===== config.mk =====
export PLATFORM = sky130hd
export DESIGN_NAME = serial_fifo_level_trigger_irq
export DESIGN_NICKNAME = d
export VERILOG_FILES = /design/src/rtl/fifo_irq_pkg.sv /design/src/rtl/level_trig_if.sv /design/src/rtl/level_trigger_eval.sv /design/src/rtl/serial_fifo_level_trigger_irq.sv
export SDC_FILE = /design/constraint.sdc
export NUM_CORES = 1
export LEC_CHECK = 0
export BUFFER_PORTS_ARGS = -buffer_cell sky130_fd_sc_hd__buf_2
export CORE_MARGIN = 1
export CORE_UTILIZATION = 49
export CTS_CLUSTER_DIAMETER = 50
export DETAILED_ROUTE_END_ITERATION = 12
export GPL_TIMING_DRIVEN = 0
export PLACE_DENSITY = 0.76
export SYNTH_ARGS = -nofsm -noshare
export SYNTH_HDL_FRONTEND = slang
export SYNTH_HIERARCHICAL = 1
export SYNTH_SLANG_ARGS = --single-unit
export TNS_END_PERCENT = 20

===== constraint.sdc =====
create_clock -name CORE_CLK -period 2.8 [get_ports CORE_CLK]
set_clock_uncertainty 0.2 [all_clocks]
set_input_delay 0.56 -clock CORE_CLK [delete_from_list [all_inputs] [get_ports CORE_CLK]]
set_output_delay 0.56 -clock CORE_CLK [all_outputs]
set_load 0.005 [all_outputs]

===== src/rtl/fifo_irq_pkg.sv =====
package fifo_irq_pkg;

  // ********
  // Register map
  // ********
  localparam int          ADDR_W     = 12;
  localparam logic [11:0] OFS_STATUS = 12'hE04;
  localparam logic [11:0] OFS_TRIG   = 12'hE08;
  localparam logic [11:0] OFS_ENSET  = 12'hE10;
  localparam logic [11:0] OFS_ENCLR  = 12'hE14;
  localparam logic [11:0] OFS_VIEW   = 12'hE18;

  // ********
  // Field positions
  // ********
  localparam int RX_POINT_LSB = 16;
  localparam int TX_POINT_LSB = 8;
  localparam int RX_ON_BIT    = 1;
  localparam int TX_ON_BIT    = 0;
  localparam int SRC_RX_LVL   = 3;
  localparam int SRC_TX_LVL   = 2;
  localparam int SRC_RX_ERR   = 1;
  localparam int SRC_TX_ERR   = 0;
  localparam int SRC_N        = 4;

  // ********
  // Codes and reset values
  // ********
  localparam logic [3:0]  POINT_MAX  = 4'h3;
  localparam logic [3:0]  POINT_RST  = 4'h0;
  localparam logic [3:0]  SRC_RST    = 4'h0;
  localparam logic [1:0]  RESP_OKAY  = 2'h0;
  localparam logic [1:0]  RESP_SLV   = 2'h2;
  localparam logic [31:0] DATA_ZERO  = 32'h0000_0000;

endpackage


===== src/rtl/level_trig_if.sv =====
`timescale 1ns/1ps
interface level_trig_if #(
  parameter int LEVEL_W = 3
);
  logic               rx_push;
  logic [LEVEL_W-1:0] rx_level;
  logic               tx_pop;
  logic [LEVEL_W-1:0] tx_level;
  logic [3:0]         rx_point;
  logic [3:0]         tx_point;
  logic               rx_on;
  logic               tx_on;
  logic               rx_hit;
  logic               tx_hit;

  modport ctrl (output rx_push, rx_level, tx_pop, tx_level, rx_point, tx_point,
                output rx_on, tx_on, input rx_hit, tx_hit);
  modport eval (input rx_push, rx_level, tx_pop, tx_level, rx_point, tx_point,
                input rx_on, tx_on, output rx_hit, tx_hit);
endinterface


===== src/rtl/level_trigger_eval.sv =====
`timescale 1ns/1ps
module level_trigger_eval #(
  parameter int LEVEL_W = 3
) (
  level_trig_if.eval trig
);

  // ********
  // Level compare
  // ********
  wire                rx_code_ok;
  wire                tx_code_ok;
  wire [LEVEL_W-1:0]  rx_goal;
  wire [LEVEL_W-1:0]  tx_goal;

  // Reserved codes never fire
  assign rx_code_ok = trig.rx_point <= fifo_irq_pkg::POINT_MAX;
  assign tx_code_ok = trig.tx_point <= fifo_irq_pkg::POINT_MAX;
  // Code n means n+1 stored entries on the receive side
  assign rx_goal    = LEVEL_W'(trig.rx_point) + LEVEL_W'(1);
  assign tx_goal    = LEVEL_W'(trig.tx_point);

  // Checked only as an entry is pushed on the receive side or popped on the transmit side
  assign trig.rx_hit = trig.rx_on & trig.rx_push & rx_code_ok
                     & (trig.rx_level == rx_goal);
  assign trig.tx_hit = trig.tx_on & trig.tx_pop & tx_code_ok
                     & (trig.tx_level == tx_goal);

endmodule // level_trigger_eval


===== src/rtl/serial_fifo_level_trigger_irq.sv =====
// Design decision made here: register access over AXI4-Lite.
`timescale 1ns/1ps
module serial_fifo_level_trigger_irq #(
  parameter int LEVEL_W = 3
) (
  input  wire logic                              CORE_CLK,
  input  wire logic                              RST_B,
  input  wire logic                              CE,
  input  wire logic [fifo_irq_pkg::ADDR_W-1:0]   AWADDR,
  input  wire logic                              AWVALID,
  output logic                                   AWREADY,
  input  wire logic [31:0]                       WDATA,
  input  wire logic [3:0]                        WSTRB,
  input  wire logic                              WVALID,
  output logic                                   WREADY,
  output logic [1:0]                             BRESP,
  output logic                                   BVALID,
  input  wire logic                              BREADY,
  input  wire logic [fifo_irq_pkg::ADDR_W-1:0]   ARADDR,
  input  wire logic                              ARVALID,
  output logic                                   ARREADY,
  output logic [31:0]                            RDATA,
  output logic [1:0]                             RRESP,
  output logic                                   RVALID,
  input  wire logic                              RREADY,
  input  wire logic                              RX_PUSH,
  input  wire logic [LEVEL_W-1:0]                RX_LEVEL,
  input  wire logic                              TX_POP,
  input  wire logic [LEVEL_W-1:0]                TX_LEVEL,
  input  wire logic                              RX_OVERFLOW,
  input  wire logic                              TX_OVERFLOW,
  input  wire logic                              TX_UNDERFLOW,
  input  wire logic                              RX_DMA_SELECT,
  input  wire logic                              TX_DMA_SELECT,
  output logic                                   RX_DMA_REQ,
  output logic                                   TX_DMA_REQ,
  output logic                                   IRQ
);

  // ********
  // Declarations
  // ********
  localparam int AW = fifo_irq_pkg::ADDR_W;
  localparam int SN = fifo_irq_pkg::SRC_N;

  logic [AW-1:0]  wr_addr;
  logic [31:0]    wr_data;
  logic [3:0]     wr_strb;
  logic           aw_full;
  logic           w_full;
  logic [3:0]     rx_point;
  logic [3:0]     tx_point;
  logic           rx_on;
  logic           tx_on;
  logic [SN-1:0]  enable;
  logic [SN-1:0]  status;

  wire            aw_take;
  wire            w_take;
  wire            ar_take;
  wire            do_write;
  wire            next_aw_full;
  wire            next_w_full;
  wire            next_rvalid;
  wire            w_trig;
  wire            w_status;
  wire            w_enset;
  wire            w_enclr;
  wire            w_view;
  wire            w_hit;
  wire            r_trig;
  wire            r_status;
  wire            r_en;
  wire            r_view;
  wire            r_hit;
  wire [31:0]     rd_mux;
  wire [SN-1:0]   set_mask;
  wire [SN-1:0]   clr_mask;
  wire [SN-1:0]   stat_clr;
  wire [SN-1:0]   events;
  wire [SN-1:0]   next_enable;
  wire [SN-1:0]   next_status;
  wire [SN-1:0]   view;
  wire            rx_hit;
  wire            tx_hit;

  // ********
  // Level trigger evaluation
  // ********
  level_trig_if #(.LEVEL_W(LEVEL_W)) trig ();

  assign trig.rx_push  = RX_PUSH;
  assign trig.rx_level = RX_LEVEL;
  assign trig.tx_pop   = TX_POP;
  assign trig.tx_level = TX_LEVEL;
  assign trig.rx_point = rx_point;
  assign trig.tx_point = tx_point;
  assign trig.rx_on    = rx_on;
  assign trig.tx_on    = tx_on;
  assign rx_hit        = trig.rx_hit;
  assign tx_hit        = trig.tx_hit;

  level_trigger_eval #(
    .LEVEL_W (LEVEL_W)
  ) u_eval (
    .trig (trig.eval)
  );

  // ********
  // Bus handshakes
  // ********
  assign aw_take      = AWVALID & AWREADY;
  assign w_take       = WVALID & WREADY;
  assign ar_take      = ARVALID & ARREADY;
  assign do_write     = aw_full & w_full & ~BVALID;
  assign next_aw_full = (aw_full & ~do_write) | aw_take;
  assign next_w_full  = (w_full & ~do_write) | w_take;
  assign next_rvalid  = ar_take | (RVALID & ~RREADY);

  // ********
  // Address decode
  // ********
  assign w_trig   = wr_addr[AW-1:2] == fifo_irq_pkg::OFS_TRIG[AW-1:2];
  assign w_status = wr_addr[AW-1:2] == fifo_irq_pkg::OFS_STATUS[AW-1:2];
  assign w_enset  = wr_addr[AW-1:2] == fifo_irq_pkg::OFS_ENSET[AW-1:2];
  assign w_enclr  = wr_addr[AW-1:2] == fifo_irq_pkg::OFS_ENCLR[AW-1:2];
  assign w_view   = wr_addr[AW-1:2] == fifo_irq_pkg::OFS_VIEW[AW-1:2];
  assign w_hit    = w_trig | w_status | w_enset | w_enclr | w_view;

  assign r_trig   = ARADDR[AW-1:2] == fifo_irq_pkg::OFS_TRIG[AW-1:2];
  assign r_status = ARADDR[AW-1:2] == fifo_irq_pkg::OFS_STATUS[AW-1:2];
  assign r_en     = (ARADDR[AW-1:2] == fifo_irq_pkg::OFS_ENSET[AW-1:2])
                  | (ARADDR[AW-1:2] == fifo_irq_pkg::OFS_ENCLR[AW-1:2]);
  assign r_view   = ARADDR[AW-1:2] == fifo_irq_pkg::OFS_VIEW[AW-1:2];
  assign r_hit    = r_trig | r_status | r_en | r_view;

  // Reserved bits read as zero
  assign rd_mux = r_trig   ? {12'h000, rx_point, 4'h0, tx_point, 6'h00, rx_on, tx_on}
                : r_status ? {28'h0000000, status}
                : r_en     ? {28'h0000000, enable}
                : r_view   ? {28'h0000000, view}
                :            fifo_irq_pkg::DATA_ZERO;

  // ********
  // Enables, flags and view
  // ********
  assign set_mask = (do_write & w_enset & wr_strb[0]) ? wr_data[SN-1:0] : '0;
  assign clr_mask = (do_write & w_enclr & wr_strb[0]) ? wr_data[SN-1:0] : '0;
  assign stat_clr = (do_write & w_status & wr_strb[0]) ? wr_data[SN-1:0] : '0;
  assign next_enable = (enable | set_mask) & ~clr_mask;

  assign events[fifo_irq_pkg::SRC_RX_LVL] = rx_hit;
  assign events[fifo_irq_pkg::SRC_TX_LVL] = tx_hit;
  assign events[fifo_irq_pkg::SRC_RX_ERR] = RX_OVERFLOW;
  assign events[fifo_irq_pkg::SRC_TX_ERR] = TX_OVERFLOW | TX_UNDERFLOW;

  // A new event wins over a clear in the same cycle
  assign next_status = (status & ~stat_clr) | events;
  // Each enable bit gates its own source
  assign view = status & enable;

  // ********
  // Bus registers
  // ********
  always_ff @(posedge CORE_CLK) begin
    if (!RST_B) begin
      aw_full <= 1'b0;
      w_full  <= 1'b0;
      AWREADY <= 1'b0;
      WREADY  <= 1'b0;
      BVALID  <= 1'b0;
      BRESP   <= fifo_irq_pkg::RESP_OKAY;
    end else if (CE) begin
      aw_full <= next_aw_full;
      w_full  <= next_w_full;
      AWREADY <= ~next_aw_full;
      WREADY  <= ~next_w_full;
      if (do_write) begin
        BVALID <= 1'b1;
        BRESP  <= w_hit ? fifo_irq_pkg::RESP_OKAY : fifo_irq_pkg::RESP_SLV;
      end else if (BREADY) begin
        BVALID <= 1'b0;
      end
    end
  end

  always_ff @(posedge CORE_CLK) begin
    if (!RST_B) begin
      wr_addr <= '0;
      wr_data <= fifo_irq_pkg::DATA_ZERO;
      wr_strb <= 4'h0;
    end else if (CE) begin
      if (aw_take) begin
        wr_addr <= AWADDR;
      end
      if (w_take) begin
        wr_data <= WDATA;
        wr_strb <= WSTRB;
      end
    end
  end

  always_ff @(posedge CORE_CLK) begin
    if (!RST_B) begin
      ARREADY <= 1'b0;
      RVALID  <= 1'b0;
      RDATA   <= fifo_irq_pkg::DATA_ZERO;
      RRESP   <= fifo_irq_pkg::RESP_OKAY;
    end else if (CE) begin
      ARREADY <= ~next_rvalid;
      RVALID  <= next_rvalid;
      if (ar_take) begin
        RDATA <= rd_mux;
        RRESP <= r_hit ? fifo_irq_pkg::RESP_OKAY : fifo_irq_pkg::RESP_SLV;
      end
    end
  end

  // ********
  // Trigger configuration
  // ********
  always_ff @(posedge CORE_CLK) begin
    if (!RST_B) begin
      rx_point <= fifo_irq_pkg::POINT_RST;
      tx_point <= fifo_irq_pkg::POINT_RST;
      rx_on    <= 1'b0;
      tx_on    <= 1'b0;
    end else if (CE && do_write && w_trig) begin
      if (wr_strb[2]) begin
        rx_point <= wr_data[fifo_irq_pkg::RX_POINT_LSB +: 4];
      end
      if (wr_strb[1]) begin
        tx_point <= wr_data[fifo_irq_pkg::TX_POINT_LSB +: 4];
      end
      if (wr_strb[0]) begin
        rx_on <= wr_data[fifo_irq_pkg::RX_ON_BIT];
        tx_on <= wr_data[fifo_irq_pkg::TX_ON_BIT];
      end
    end
  end

  // ********
  // Interrupt and DMA outputs
  // ********
  always_ff @(posedge CORE_CLK) begin
    if (!RST_B) begin
      enable     <= fifo_irq_pkg::SRC_RST;
      status     <= fifo_irq_pkg::SRC_RST;
      IRQ        <= 1'b0;
      RX_DMA_REQ <= 1'b0;
      TX_DMA_REQ <= 1'b0;
    end else if (CE) begin
      enable     <= next_enable;
      status     <= next_status;
      IRQ        <= |(next_status & next_enable);
      RX_DMA_REQ <= rx_hit & RX_DMA_SELECT;
      TX_DMA_REQ <= tx_hit & TX_DMA_SELECT;
    end
  end
endmodule // serial_fifo_level_trigger_irq


* After elaboration in Yosys (flattened, before gate mapping)
Index checks and enable logic that the tools add are counted.
** Word-level totals
- Bits in registers :: 99
- Output and inout bits :: 44
- Logic and storage cells :: 108
** Cells by class
- Add/subtract/negate cells :: 1
- $lt $le $gt $ge :: 2
- Equality and inequality tests :: 12
- Multiplexer cells :: 11
- Bitwise gates (word level) :: 48
- Reduce and logical (&&, ||, !) cells :: 12
** Operators by type and width (count)
- $eq 10x10->1 const B :: 10
- $mux 4 :: 6
- $and 1x1->1 :: 22
- $mux 20 :: 1
- $and 4x4->4 :: 4
- $reduce_and 2->1 :: 8
- $or 1x1->1 :: 12
- $le 4x2->1 const B :: 2
- $not 4->4 :: 2
- $or 4x4->4 :: 2
- $eq 3x3->1 :: 2
- $not 1->1 :: 6
- $mux 2 :: 2
- $reduce_or 4->1 :: 1
- $add 3x1->3 const B :: 1
- $logic_and 1x1->1 :: 2
- $mux 1 :: 2
- $reduce_bool 2->1 :: 1

* Longest topological paths before layout
Gate-level depths: netlist (run 1).
- Word-level depth :: 10
- Mapped depth :: 7
- Gate-level depth less buffers :: 7

* Modules after synthesis
The synthesis (run 1) kept the hierarchy.
** Modules (own cells, without submodules)
- serial_fifo_level_trigger_irq :: instances 1, cells each 390, area each 3193.1 sq um, sequential area each 1341.3 sq um
- level_trigger_eval :: instances 1, cells each 10, area each 91.3 sq um, sequential area each 0.0 sq um

* Least setup slack after synthesis (run 1)
No wires, ideal clock.
- Path type :: register to register
- Start point :: register wr_addr[6]
- End point :: register enable[2]
- Library setup time :: 115 ps
- Arrival time :: 1712 ps
- Data required time :: 2485 ps
- Slack :: 773 ps
- Cell stages (with the launch flop) :: 7
- Buffers on the path :: 1
- Clock period less this slack :: 2027 ps
- Cells stage by stage :: dfxtp_1 -> or4b_4 -> buf_6 -> nor4_4 -> nand3_1 -> mux2i_1 -> and2_1
** Between the ends
- Cells in the longest elaborated chain, start to end :: 6
- Elaborated cells between the ends (all ways) :: 11
- Those cells by class :: eq/ne: 2; mux: 2; bitwise: 7
** RTL lines
- start, declared :: RTL line serial_fifo_level_trigger_irq.sv:46 : logic [AW-1:0] wr_addr;
- start signal, assigned :: RTL line serial_fifo_level_trigger_irq.sv:189 : wr_addr <= '0;
- start signal, assigned :: RTL line serial_fifo_level_trigger_irq.sv:194 : wr_addr <= AWADDR;
- $eq 10x10->1 (on tied branches) :: RTL line serial_fifo_level_trigger_irq.sv:125, serial_fifo_level_trigger_irq.sv:126
- $and 1x1->1 (on tied branches) (2 in series) :: RTL line serial_fifo_level_trigger_irq.sv:147, serial_fifo_level_trigger_irq.sv:148
- $mux 4 (on tied branches) :: RTL line serial_fifo_level_trigger_irq.sv:147, serial_fifo_level_trigger_irq.sv:148
- $or 4x4->4 or $not 4->4 (tied branches) :: RTL line serial_fifo_level_trigger_irq.sv:150 : assign next_enable = (enable | set_mask) & ~clr_mask;
- $and 4x4->4 (*) :: RTL line serial_fifo_level_trigger_irq.sv:150
- end signal, assigned :: RTL line serial_fifo_level_trigger_irq.sv:247 : enable <= fifo_irq_pkg::SRC_RST;
- end signal, assigned :: RTL line serial_fifo_level_trigger_irq.sv:253 : enable <= next_enable;
- end, declared :: RTL line serial_fifo_level_trigger_irq.sv:55 : logic [SN-1:0] enable;
Every way passes the cells marked *; elsewhere a longest branch is shown, timed or not.
A chain may end at the register's enable or synchronous reset.

* Worst setup path after layout (run 1)
- Start point :: register rx_point[0]
- End point :: register IRQ
** Between the ends
- Cells in the longest elaborated chain, start to end :: 6
- Elaborated cells between the ends (all ways) :: 8
- Those cells by class :: add/sub: 1; order compare: 1; eq/ne: 1; bitwise: 4; reduce/logical: 1
** RTL lines
- start, declared :: RTL line serial_fifo_level_trigger_irq.sv:51 : logic [3:0] rx_point;
- start signal, assigned :: RTL line serial_fifo_level_trigger_irq.sv:224 : rx_point <= fifo_irq_pkg::POINT_RST;
- start signal, assigned :: RTL line serial_fifo_level_trigger_irq.sv:230 : rx_point <= wr_data[fifo_irq_pkg::RX_POINT_LSB +: 4];
- $add 3x1->3 or $le 4x2->1 (tied branches) :: RTL line level_trigger_eval.sv:20, level_trigger_eval.sv:17
- $eq 3x3->1 or $and 1x1->1 (tied branches) :: RTL line level_trigger_eval.sv:25, level_trigger_eval.sv:24
- $and 1x1->1 (*) :: RTL line level_trigger_eval.sv:25 : & (trig.rx_level == rx_goal);
- named net rx_hit :: RTL line serial_fifo_level_trigger_irq.sv:84 : wire rx_hit;
- $or 4x4->4 (*) :: RTL line serial_fifo_level_trigger_irq.sv:158 : assign next_status = (status & ~stat_clr) | events;
- $and 4x4->4 (*) :: RTL line serial_fifo_level_trigger_irq.sv:255 : IRQ <= |(next_status & next_enable);
- $reduce_or 4->1 (*) :: RTL line serial_fifo_level_trigger_irq.sv:255
- end signal, assigned :: RTL line serial_fifo_level_trigger_irq.sv:255
- end, declared :: RTL line serial_fifo_level_trigger_irq.sv:37 : output logic IRQ
The timed path passes the listed nets; every way through them passes the cells marked *.

==> results.py, run 1 <==
metrics = {
    "layout": {
        "fillCellCount": 600,
        "drive_above_1_share_pct": 24.7,
        "register_area_mm2": 0.00134,
        "syn2layout_area_growth_pct": 23.9,
        "fin_area_mm2": 0.00407,
        "final_nets": 591,
        "multi_input_area_mm2": 0.00173,
        "antenna_cells": 0,
    },
    "timing": {
        "rsz0062_at_grt": "no",
        "timing.final.ws_setup_ps": 355,
        "max_slew_margin_pct": 41.4,
        "finalCriticalPeriod_ps": 2440,
        "finalSetupTns_ps": 0,
        "min_period_over_period_pct": 87.3,
        "tightest_slew_ps": 872,
        "hold_viol": 0,
        "maxSlewViolCount": 0,
        "setup_viol_count_final": 0,
        "max_freq_mhz": 409,
    },
    "critical_path": {
        "critPathLaunchType": "flip-flop",
        "rrSetupSlack_ps": 360,
        "worstPathArrival_ps": 2500,
        "reg2reg_from": "rx_point[0]",
        "cp-end-kind": "flip-flop",
        "worstPathRequired_ps": 2850,
        "crit_fanout": 4,
        "crit_type": "flip-flop to flip-flop",
        "worstRegToRegCells": 7,
        "reg2reg_to": "IRQ",
        "crit_path_start": "rx_point[0]",
    },
    "place": {
        "dp_hpwl_mm": 5.84,
        "dp_worst_setup_slack_ps": 346,
        "port_buffers": 77,
        "finalWeightedCongestion": 0.884,
        "post_dp_cell_area_mm2": 0.00384,
    },
    "floorplanning": {
        "core_mm2": 0.00642,
        "fp.dieW_um": 83.9,
        "initial_utilization_pct": 51.1,
        "die_h_um": 83.9,
        "ioPinCount": 125,
        "std_cell_rows": 29,
        "dieArea_mm2": 0.00703,
    },
    "global_route": {
        "overflow": 0,
        "grt_pass1_vias": 2755,
        "grt_use_total_pct": 23.5,
        "antenna_found_initial": 0,
        "grt_pass1_wl_mm": 13.0,
        "grt_max_degree": 14,
    },
    "clock_network": {
        "cts_buffer_depth": 2,
        "path_clk_slew_ps": 80,
        "hold_buffers": 0,
        "numCtsBuffers": 9,
        "h-tree-depth": 3,
        "postCtsSetupRepairBufs": 0,
        "clk_latency_ps": 340,
        "post_cts_resized": 0,
        "tritoncts": "done",
        "root_buffer": "clkbuf_8",
        "clkSinkCount": 67,
    },
    "route": {
        "routedWlPerCell_um": 13.2,
        "ant_nets": 0,
        "viasPerCell": 5.17,
        "drc": 20,
        "drt_iter0_drc": 226,
        "vias": 3058,
        "wl_mm": 7.79,
        "firstDrtPassIters": 9,
    },
    "outcome": {
        "status": "finished, violations left",
        "violations": "DRC",
    },
    "synthesis": {
        "yosys.area.top_type_share_pct": 40.8,
        "yosysTopAreaCell": "dfxtp_1",
        "synth.avg_cell_area_um2": 8.21,
        "yosys_warnings": 6,
        "synthDistinctLibCells": 46,
        "seq_area_frac_synth_pct": 40.8,
        "mappedNetlistArea_mm2": 0.00328,
        "yosys_register_bits": 67,
        "synth_edf_count": 0,
        "synth_area_leaders": "dfxtp_1 41%, nand2_1 11%, a21boi_0 7.8%, buf_4 5.3%, nand3_1 3.4%",
        "async_flop_share_pct": 0,
        "synth_cells": 400,
        "ys.flop_type": "dfxtp_1",
    },
    "hold_path": {
        "hp-start": "RDATA[18]",
        "hold_path_end": "RDATA[18]",
        "whs_path_depth": 2,
        "hold_path_class": "flip-flop to flip-flop",
    },
    "power": {
        "ir_drop_mv": 0.280,
        "cellPowerDensity_mw_per_mm2": 508,
        "p_leak_nw": 1.71,
    },
    "job": {
        "drv_cap": 0,
    },
}
[registers in the layout, indices dropped and copies added, names as in the netlist]
| signal | count |
|---|---|
| AWREADY | 1 |
| w_full | 1 |
| trig.tx_on | 1 |
| RX_DMA_REQ | 1 |
| rx_on | 1 |
| enable | 4 |
| ARREADY | 1 |
| WREADY | 1 |
| TX_DMA_REQ | 1 |
| trig.tx_point | 4 |
| status | 4 |
| BRESP | 1 |
| wr_data | 12 |
| RVALID | 1 |
| wr_strb | 3 |
| aw_full | 1 |
| rx_point | 4 |
| RDATA | 12 |
| BVALID | 1 |
| RRESP | 1 |
| IRQ | 1 |
| wr_addr | 10 |
[stage by stage]
stage / total power, mW / hold slack [ps] / instances / utilization [%]
6_report: 2.07 / 256 / 591 / 63.4
3_3_place_gp: 1.18 / 242 / 575 / 59.9
4_1_cts: 2.08 / 247 / 591 / 63.4
5_1_grt: 2.16 / 254 / 591 / 63.4
2_1_floorplan: 1.11 / 238 / 421 / -
3_5_place_dp: 1.18 / 248 / 575 / 59.9
[critical path, cell delays in order (launching register included)]
cell,delay (ps)
dfxtp_1,420
ha_1,280
xor2_1,170
nor4_1,600
a2111oi_0,220
a211oi_1,280
a31oi_1,70
o211ai_1,110
[per-layer routing]
layer	track usage [%]	wire length (um)	vias up
li1	-	-	1551
met1	31.7	3630	1364
met2	36.7	3440	130
met3	4.75	575	13
met4	9.40	138	0
met5	0	0	-
[worst max-delay path by stage]
| stage | endpoint | slack (ps) | cells after the start |
|---|---|---|---|
| floorplan | enable[2] | 770 | 6 |
| global placement | IRQ | 310 | 8 |
| detailed placement | IRQ | 350 | 8 |
| CTS | IRQ | 370 | 7 |
| global route | status[0] | 270 | 6 |
| finish | IRQ | 360 | 7 |
[cells in the mapped netlist (2+ instances only)]
library cell and instances:
nand3b_1 3, and3b_1 2, mux2i_1 6, a21oi_1 12
a2111oi_0 2, nand4b_1 3, a21boi_1 10, a22oi_1 3
clkbuf_1 12, and3_1 4, nand4bb_1 2, nand3_1 22
nor3b_1 2, inv_1 10, a21o_1 2, nor4_4 2
xor2_1 4, a211oi_1 2, nor3_1 6, buf_4 23
nand2_1 96, a21boi_0 34, dfxtp_1 67, a31oi_1 4
a221oi_1 4, o21ai_0 17, o21a_1 3, nor2_1 5
nor4_1 3, and2_1 5, nor2b_1 11, nand2b_1 3
clkbuf_2 2, buf_6 2
[report_power, final]
part | leakage (nW) | total [mW] | internal [mW] | switching, mW
combinational | 1.06 | 0.178 | 0.0896 | 0.0884
clock | 0.108 | 0.904 | 0.509 | 0.395
sequential | 0.542 | 0.985 | 0.969 | 0.0156
total | 1.71 | 2.07 | 1.57 | 0.499
[kinds of logic (layout without fill, tap and decap cells)]
| kind of cell | Yosys count | count (layout) | share of synthesized area, % |
|---|---|---|---|
| and+or+nand+nor | 173 | 173 | 26.4 |
| AOI/OAI and AO/OA | 97 | 97 | 20.2 |
| DFF | 67 | 67 | 40.8 |
| buffers and inverters | 50 | 143 | 8.91 |
| muxes | 6 | 6 | 1.83 |
| xor gates and xnor gates | 5 | 5 | 1.33 |
| adders and majority gates | 1 | 1 | 0.381 |
| other | 1 | 22 | 0.114 |
[area by class of cell]
class / instances / share of cell area [%]
timing repair buffer: 77 / 9.47
clock buffer: 9 / 3.04
buffer: 40 / 6.27
multi-input combinational: 304 / 42.5
sequential: 67 / 33.0
inverter: 10 / 0.923
clock inverter: 7 / 2.46
tap: 77 / 2.37
[cells in the final DEF, fill, tap and decap left out, types with 4 or more instances in the layout]
master / Yosys / final
xor2_1: 4 / 4
o21ai_0: 17 / 17
nor2_1: 5 / 5
dfxtp_1: 67 / 67
a21boi_0: 34 / 34
and3_1: 4 / 4
nor3_1: 6 / 6
buf_2: 1 / 78
nand3_1: 22 / 22
inv_1: 10 / 10
buf_4: 23 / 23
a21boi_1: 10 / 10
and2_1: 5 / 5
a31oi_1: 4 / 4
clkbuf_1: 12 / 12
conb_1: 1 / 22
clkbuf_8: 0 / 9
mux2i_1: 6 / 6
nand2_1: 96 / 96
a221oi_1: 4 / 4
nor2b_1: 11 / 11
a21oi_1: 12 / 12
Note: power is estimated with default switching activity, not from simulation.
==> run 2, diff against run 1 <==
--- a/config.mk
+++ b/config.mk
@@ -6,8 +6,10 @@
 export NUM_CORES = 1
 export LEC_CHECK = 0
 export BUFFER_PORTS_ARGS = -buffer_cell sky130_fd_sc_hd__buf_2
+export CELL_PAD_IN_SITES_DETAIL_PLACEMENT = 1
+export CELL_PAD_IN_SITES_GLOBAL_PLACEMENT = 1
 export CORE_MARGIN = 1
-export CORE_UTILIZATION = 49
+export CORE_UTILIZATION = 35
 export CTS_CLUSTER_DIAMETER = 50
 export DETAILED_ROUTE_END_ITERATION = 12
 export GPL_TIMING_DRIVEN = 0
==> results.py, run 2 (synthesis gave the netlist of run 1 again) <==
metrics = {
    "layout": {
        "largestRegisters": "RDATA (12), wr_data (12), wr_addr (10)",
        "fin_cells": 621,
        "fillCellCount": 1124,
        "syn2layout_area_growth_pct": 25.4,
        "antenna_cells": 0,
        "drive_above_1_share_pct": 24.6,
        "fin_area_mm2": 0.00412,
        "final_common_cell": "nand2_1",
        "final_nets": 591,
        "final_cell_mix": "96 x nand2_1, 78 x buf_2, 67 x dfxtp_1",
        "postLayoutCoreUtil_pct": 46.3,
    },
    "timing": {
        "max_freq_mhz": 411,
        "whs_ps": 257,
        "maxSlewViolCount": 0,
        "timing.final.ws_setup_ps": 369,
        "min_period_over_period_pct": 86.8,
        "tightest_slew_ps": 902,
        "finalCriticalPeriod_ps": 2430,
        "finalSetupTns_ps": 0,
        "setup_viol_count_final": 0,
        "hold_viol": 0,
        "rsz0062_at_grt": "no",
        "max_slew_margin_pct": 39.3,
    },
    "floorplanning": {
        "initial_utilization_pct": 36.9,
        "die_h_um": 98.9,
        "core_mm2": 0.00889,
        "ioPinCount": 125,
        "dieArea_mm2": 0.00978,
        "fp.dieW_um": 98.9,
        "std_cell_rows": 34,
    },
    "clock_network": {
        "root_buffer": "clkbuf_8",
        "clkSinkCount": 67,
        "numCtsBuffers": 9,
        "post_cts_resized": 0,
        "path_clk_slew_ps": 70,
        "postCtsSetupRepairBufs": 0,
        "clk_latency_ps": 340,
        "h-tree-depth": 3,
        "tritoncts": "done",
        "cts_buffer_depth": 2,
        "hold_buffers": 0,
    },
    "critical_path": {
        "reg2reg_from": "rx_point[0]",
        "cp-end-kind": "flip-flop",
        "worstPathRequired_ps": 2850,
        "crit_type": "flip-flop to flip-flop",
        "crit_fanout": 4,
        "rrSetupSlack_ps": 370,
        "worstRegToRegCells": 7,
        "reg2reg_to": "IRQ",
        "critPathLaunchType": "flip-flop",
        "crit_path_start": "rx_point[0]",
        "worstPathArrival_ps": 2480,
        "critical_path.endpoint": "IRQ",
    },
    "place": {
        "dp_worst_setup_slack_ps": 231,
        "dp_hpwl_mm": 7.06,
        "post_dp_cell_area_mm2": 0.00388,
        "dpl.cell_count": 606,
        "port_buffers": 77,
        "finalWeightedCongestion": 0.870,
    },
    "route": {
        "ant_nets": 0,
        "vias": 3129,
        "routedWlPerCell_um": 14.9,
        "drc": 0,
        "drt_iter0_drc": 108,
        "wl_mm": 9.24,
        "viasPerCell": 5.04,
        "firstDrtPassIters": 4,
    },
    "power": {
        "cellPowerDensity_mw_per_mm2": 520,
        "p_total_mw": 2.14,
        "ir_drop_mv": 0.226,
        "p_leak_nw": 1.72,
    },
    "global_route": {
        "grt_pass1_vias": 3135,
        "grtUsageMet3_pct": 3.69,
        "grt_pass1_wl_mm": 15.4,
        "overflow": 0,
        "busiest_layer": "met2",
        "antenna_found_initial": 0,
        "gr-usage-met2_pct": 34.3,
        "grt_use_total_pct": 20.0,
        "grt_max_degree": 13,
        "grt_use_met1_pct": 24.9,
    },
    "outcome": {
        "status": "finished clean",
    },
    "job": {
        "drv_cap": 0,
    },
    "hold_path": {
        "hp-start": "WDATA[16]",
        "hold_path_class": "input pin to flip-flop",
    },
}
[run 2: layout make-up]
| class | count | area, um2 | area share, % |
|---|---|---|---|
| timing repair buffer | 77 | 385 | 9.35 |
| tap | 108 | 135 | 3.28 |
| clock buffer | 9 | 124 | 3.01 |
| multi-input combinational | 304 | 1730 | 42.0 |
| clock inverter | 6 | 113 | 2.73 |
| inverter | 10 | 37.5 | 0.911 |
| sequential | 67 | 1340 | 32.6 |
| buffer | 40 | 255 | 6.19 |
[run 2: per-layer routing]
layer,wire length (um),up-vias
li1,-,1555
met3,568,10
met1,4130,1471
met2,4420,93
met4,126,0
met5,0,-
[run 2: worst min-delay path by stage]
stage,endpoint,cells after the start
4_1_cts,wr_data[16],3
5_1_grt,wr_strb[2],3
3_5_place_dp,RDATA[16],2
2_1_floorplan,wr_addr[5],2
6_report,wr_data[16],3
3_3_place_gp,RDATA[17],2
[run 2: worst max-delay path, stage by stage, from the launching register on]
cell	delay, ps
dfxtp_1	410
ha_1	270
xor2_1	160
nor4_1	610
a2111oi_0	230
a211oi_1	280
a31oi_1	70
o211ai_1	120
[run 2: power breakdown]
part / total (mW) / switching [mW] / leakage, nW / internal (mW)
registers: 0.986 / 0.0170 / 0.542 / 0.969
logic: 0.182 / 0.0928 / 1.06 / 0.0897
clock network: 0.975 / 0.385 / 0.120 / 0.590
==> run 3, diff against run 2 <==
--- a/config.mk
+++ b/config.mk
@@ -8,6 +8,7 @@
 export BUFFER_PORTS_ARGS = -buffer_cell sky130_fd_sc_hd__buf_2
 export CELL_PAD_IN_SITES_DETAIL_PLACEMENT = 1
 export CELL_PAD_IN_SITES_GLOBAL_PLACEMENT = 1
+export CORE_ASPECT_RATIO = 0.6
 export CORE_MARGIN = 1
 export CORE_UTILIZATION = 35
 export CTS_CLUSTER_DIAMETER = 50
==> results.py, run 3 (synthesis gave the netlist of run 1 again) <==
metrics = {
    "route": {
        "routedWlPerCell_um": 15.6,
        "ant_nets": 0,
        "firstDrtPassIters": 4,
        "wl_mm": 9.98,
        "vias": 3119,
        "drc": 0,
        "drt_iter0_drc": 134,
        "viasPerCell": 4.87,
    },
    "global_route": {
        "antenna_found_initial": 0,
        "grt_pass1_vias": 3072,
        "grt_pass1_wl_mm": 16.0,
        "overflow": 0,
        "grt_use_total_pct": 21.4,
        "grt_max_degree": 12,
    },
    "power": {
        "p_total_mw": 2.39,
        "cellPowerDensity_mw_per_mm2": 565,
        "p_leak_nw": 1.76,
        "ir_drop_mv": 0.341,
    },
    "critical_path": {
        "crit_family": "compound AO/OA/AOI/OAI gates",
        "worstRegToRegCells": 7,
        "crit_type": "flip-flop to flip-flop",
        "crit_fanout": 4,
        "critPathLaunchType": "flip-flop",
        "crit_path_start": "rx_point[0]",
        "reg2reg_from": "rx_point[0]",
        "crit_chain": "ha_1 > xor2_1 > nor4_1 > a2111oi_0 > a211oi_1 > a31oi_1 > o211ai_1",
        "worstPathArrival_ps": 2500,
        "path_depth": 7,
        "cp_slowest_stage_delay_ps": 610,
        "worstPathRequired_ps": 2840,
        "cp_num_buf_inv": 0,
        "cpMaxStageDelayCell": "nor4_1",
        "cp-end-kind": "flip-flop",
    },
    "layout": {
        "drive_above_1_share_pct": 24.3,
        "final_nets": 591,
        "postLayoutCoreUtil_pct": 47.9,
        "final_cell_mix": "96 x nand2_1, 78 x buf_2, 67 x dfxtp_1",
        "largestRegisters": "RDATA (12), wr_data (12), wr_addr (10)",
        "fin_area_mm2": 0.00423,
        "final_common_cell": "nand2_1",
        "syn2layout_area_growth_pct": 28.7,
        "antenna_cells": 0,
    },
    "place": {
        "finalWeightedCongestion": 0.851,
        "dp_hpwl_mm": 7.81,
        "port_buffers": 77,
        "post_dp_cell_area_mm2": 0.00391,
    },
    "outcome": {
        "status": "finished clean",
    },
    "hold_path": {
        "hp-start": "RDATA[9]",
        "hold_path_class": "flip-flop to flip-flop",
        "whs_path_depth": 2,
    },
    "job": {
        "drv_cap": 0,
    },
    "clock_network": {
        "root_buffer": "clkbuf_16",
        "clk_latency_ps": 330,
        "post_cts_resized": 0,
        "clkSinkCount": 67,
        "path_clk_slew_ps": 60,
        "postCtsSetupRepairBufs": 0,
        "numCtsBuffers": 9,
        "hold_buffers": 0,
        "tritoncts": "done",
        "cts_buffer_depth": 2,
        "h-tree-depth": 3,
    },
    "floorplanning": {
        "core_mm2": 0.00882,
        "die_h_um": 77.0,
        "dieArea_mm2": 0.00979,
        "initial_utilization_pct": 37.3,
        "std_cell_rows": 26,
        "ioPinCount": 125,
        "fp.dieW_um": 127,
    },
    "timing": {
        "max_slew_margin_pct": 53.7,
        "setup_viol_count_final": 0,
        "whs_ps": 251,
        "finalCriticalPeriod_ps": 2460,
        "rsz0062_at_grt": "no",
        "min_period_over_period_pct": 87.8,
        "tightest_slew_ps": 688,
        "finalSetupTns_ps": 0,
        "maxSlewViolCount": 0,
        "max_freq_mhz": 407,
        "hold_viol": 0,
    },
}
-- run 3: cell count changes in the layout (fill, tap and decap cells not counted) --
| cell | change |
|---|---|
| clkbuf_16 | +9 |
| clkbuf_8 | -8 |
| bufinv_16 | -1 |
| inv_6 | -1 |
| clkbuf_1 | +2 |
-- run 3: power breakdown --
group	leakage [nW]	internal, mW	switching (mW)	total [mW]
logic	1.06	0.0898	0.0952	0.185
clock network	0.157	0.804	0.412	1.22
registers	0.542	0.971	0.0169	0.988
total	1.76	1.86	0.524	2.39
-- run 3: worst min-delay path, delay by kind of cell (launching register included) --
kind	cells	cell delay, ps
compound gates	1	50
flops	1	300
simple gates	1	50
-- run 3: layer usage --
layer,wire length [um],part of all wire (%),GRT usage [%]
met1,4970,50,30.5
met2,4220,42,32.0
met3,726,7.3,6.07
met4,61,0.61,4.05
met5,0,0,0
-- run 3: final timing paths --
| check | endpoint | slack, ps |
|---|---|---|
| hold / removal | RDATA[9] | 250 |
| setup / recovery | IRQ | 340 |
| hold reg to reg | RDATA[9] | 250 |
| setup reg to reg | IRQ | 340 |
-- run 3: stage by stage --
stage	setup slack, ps	std cells
floorplan	773	421
global placement	361	624
detailed placement	335	624
CTS	366	640
global route	220	640
finish	341	640
-- run 3: layout make-up --
cell class	count	area, um2
well taps	126	158
plain buffers	40	255
clock buffers	12	246
multi-input cells	304	1730
flip-flops and latches	67	1340
repair buffers	77	385
inverters	10	37.5
clock inverters	4	73.8
fillers	1095	4590
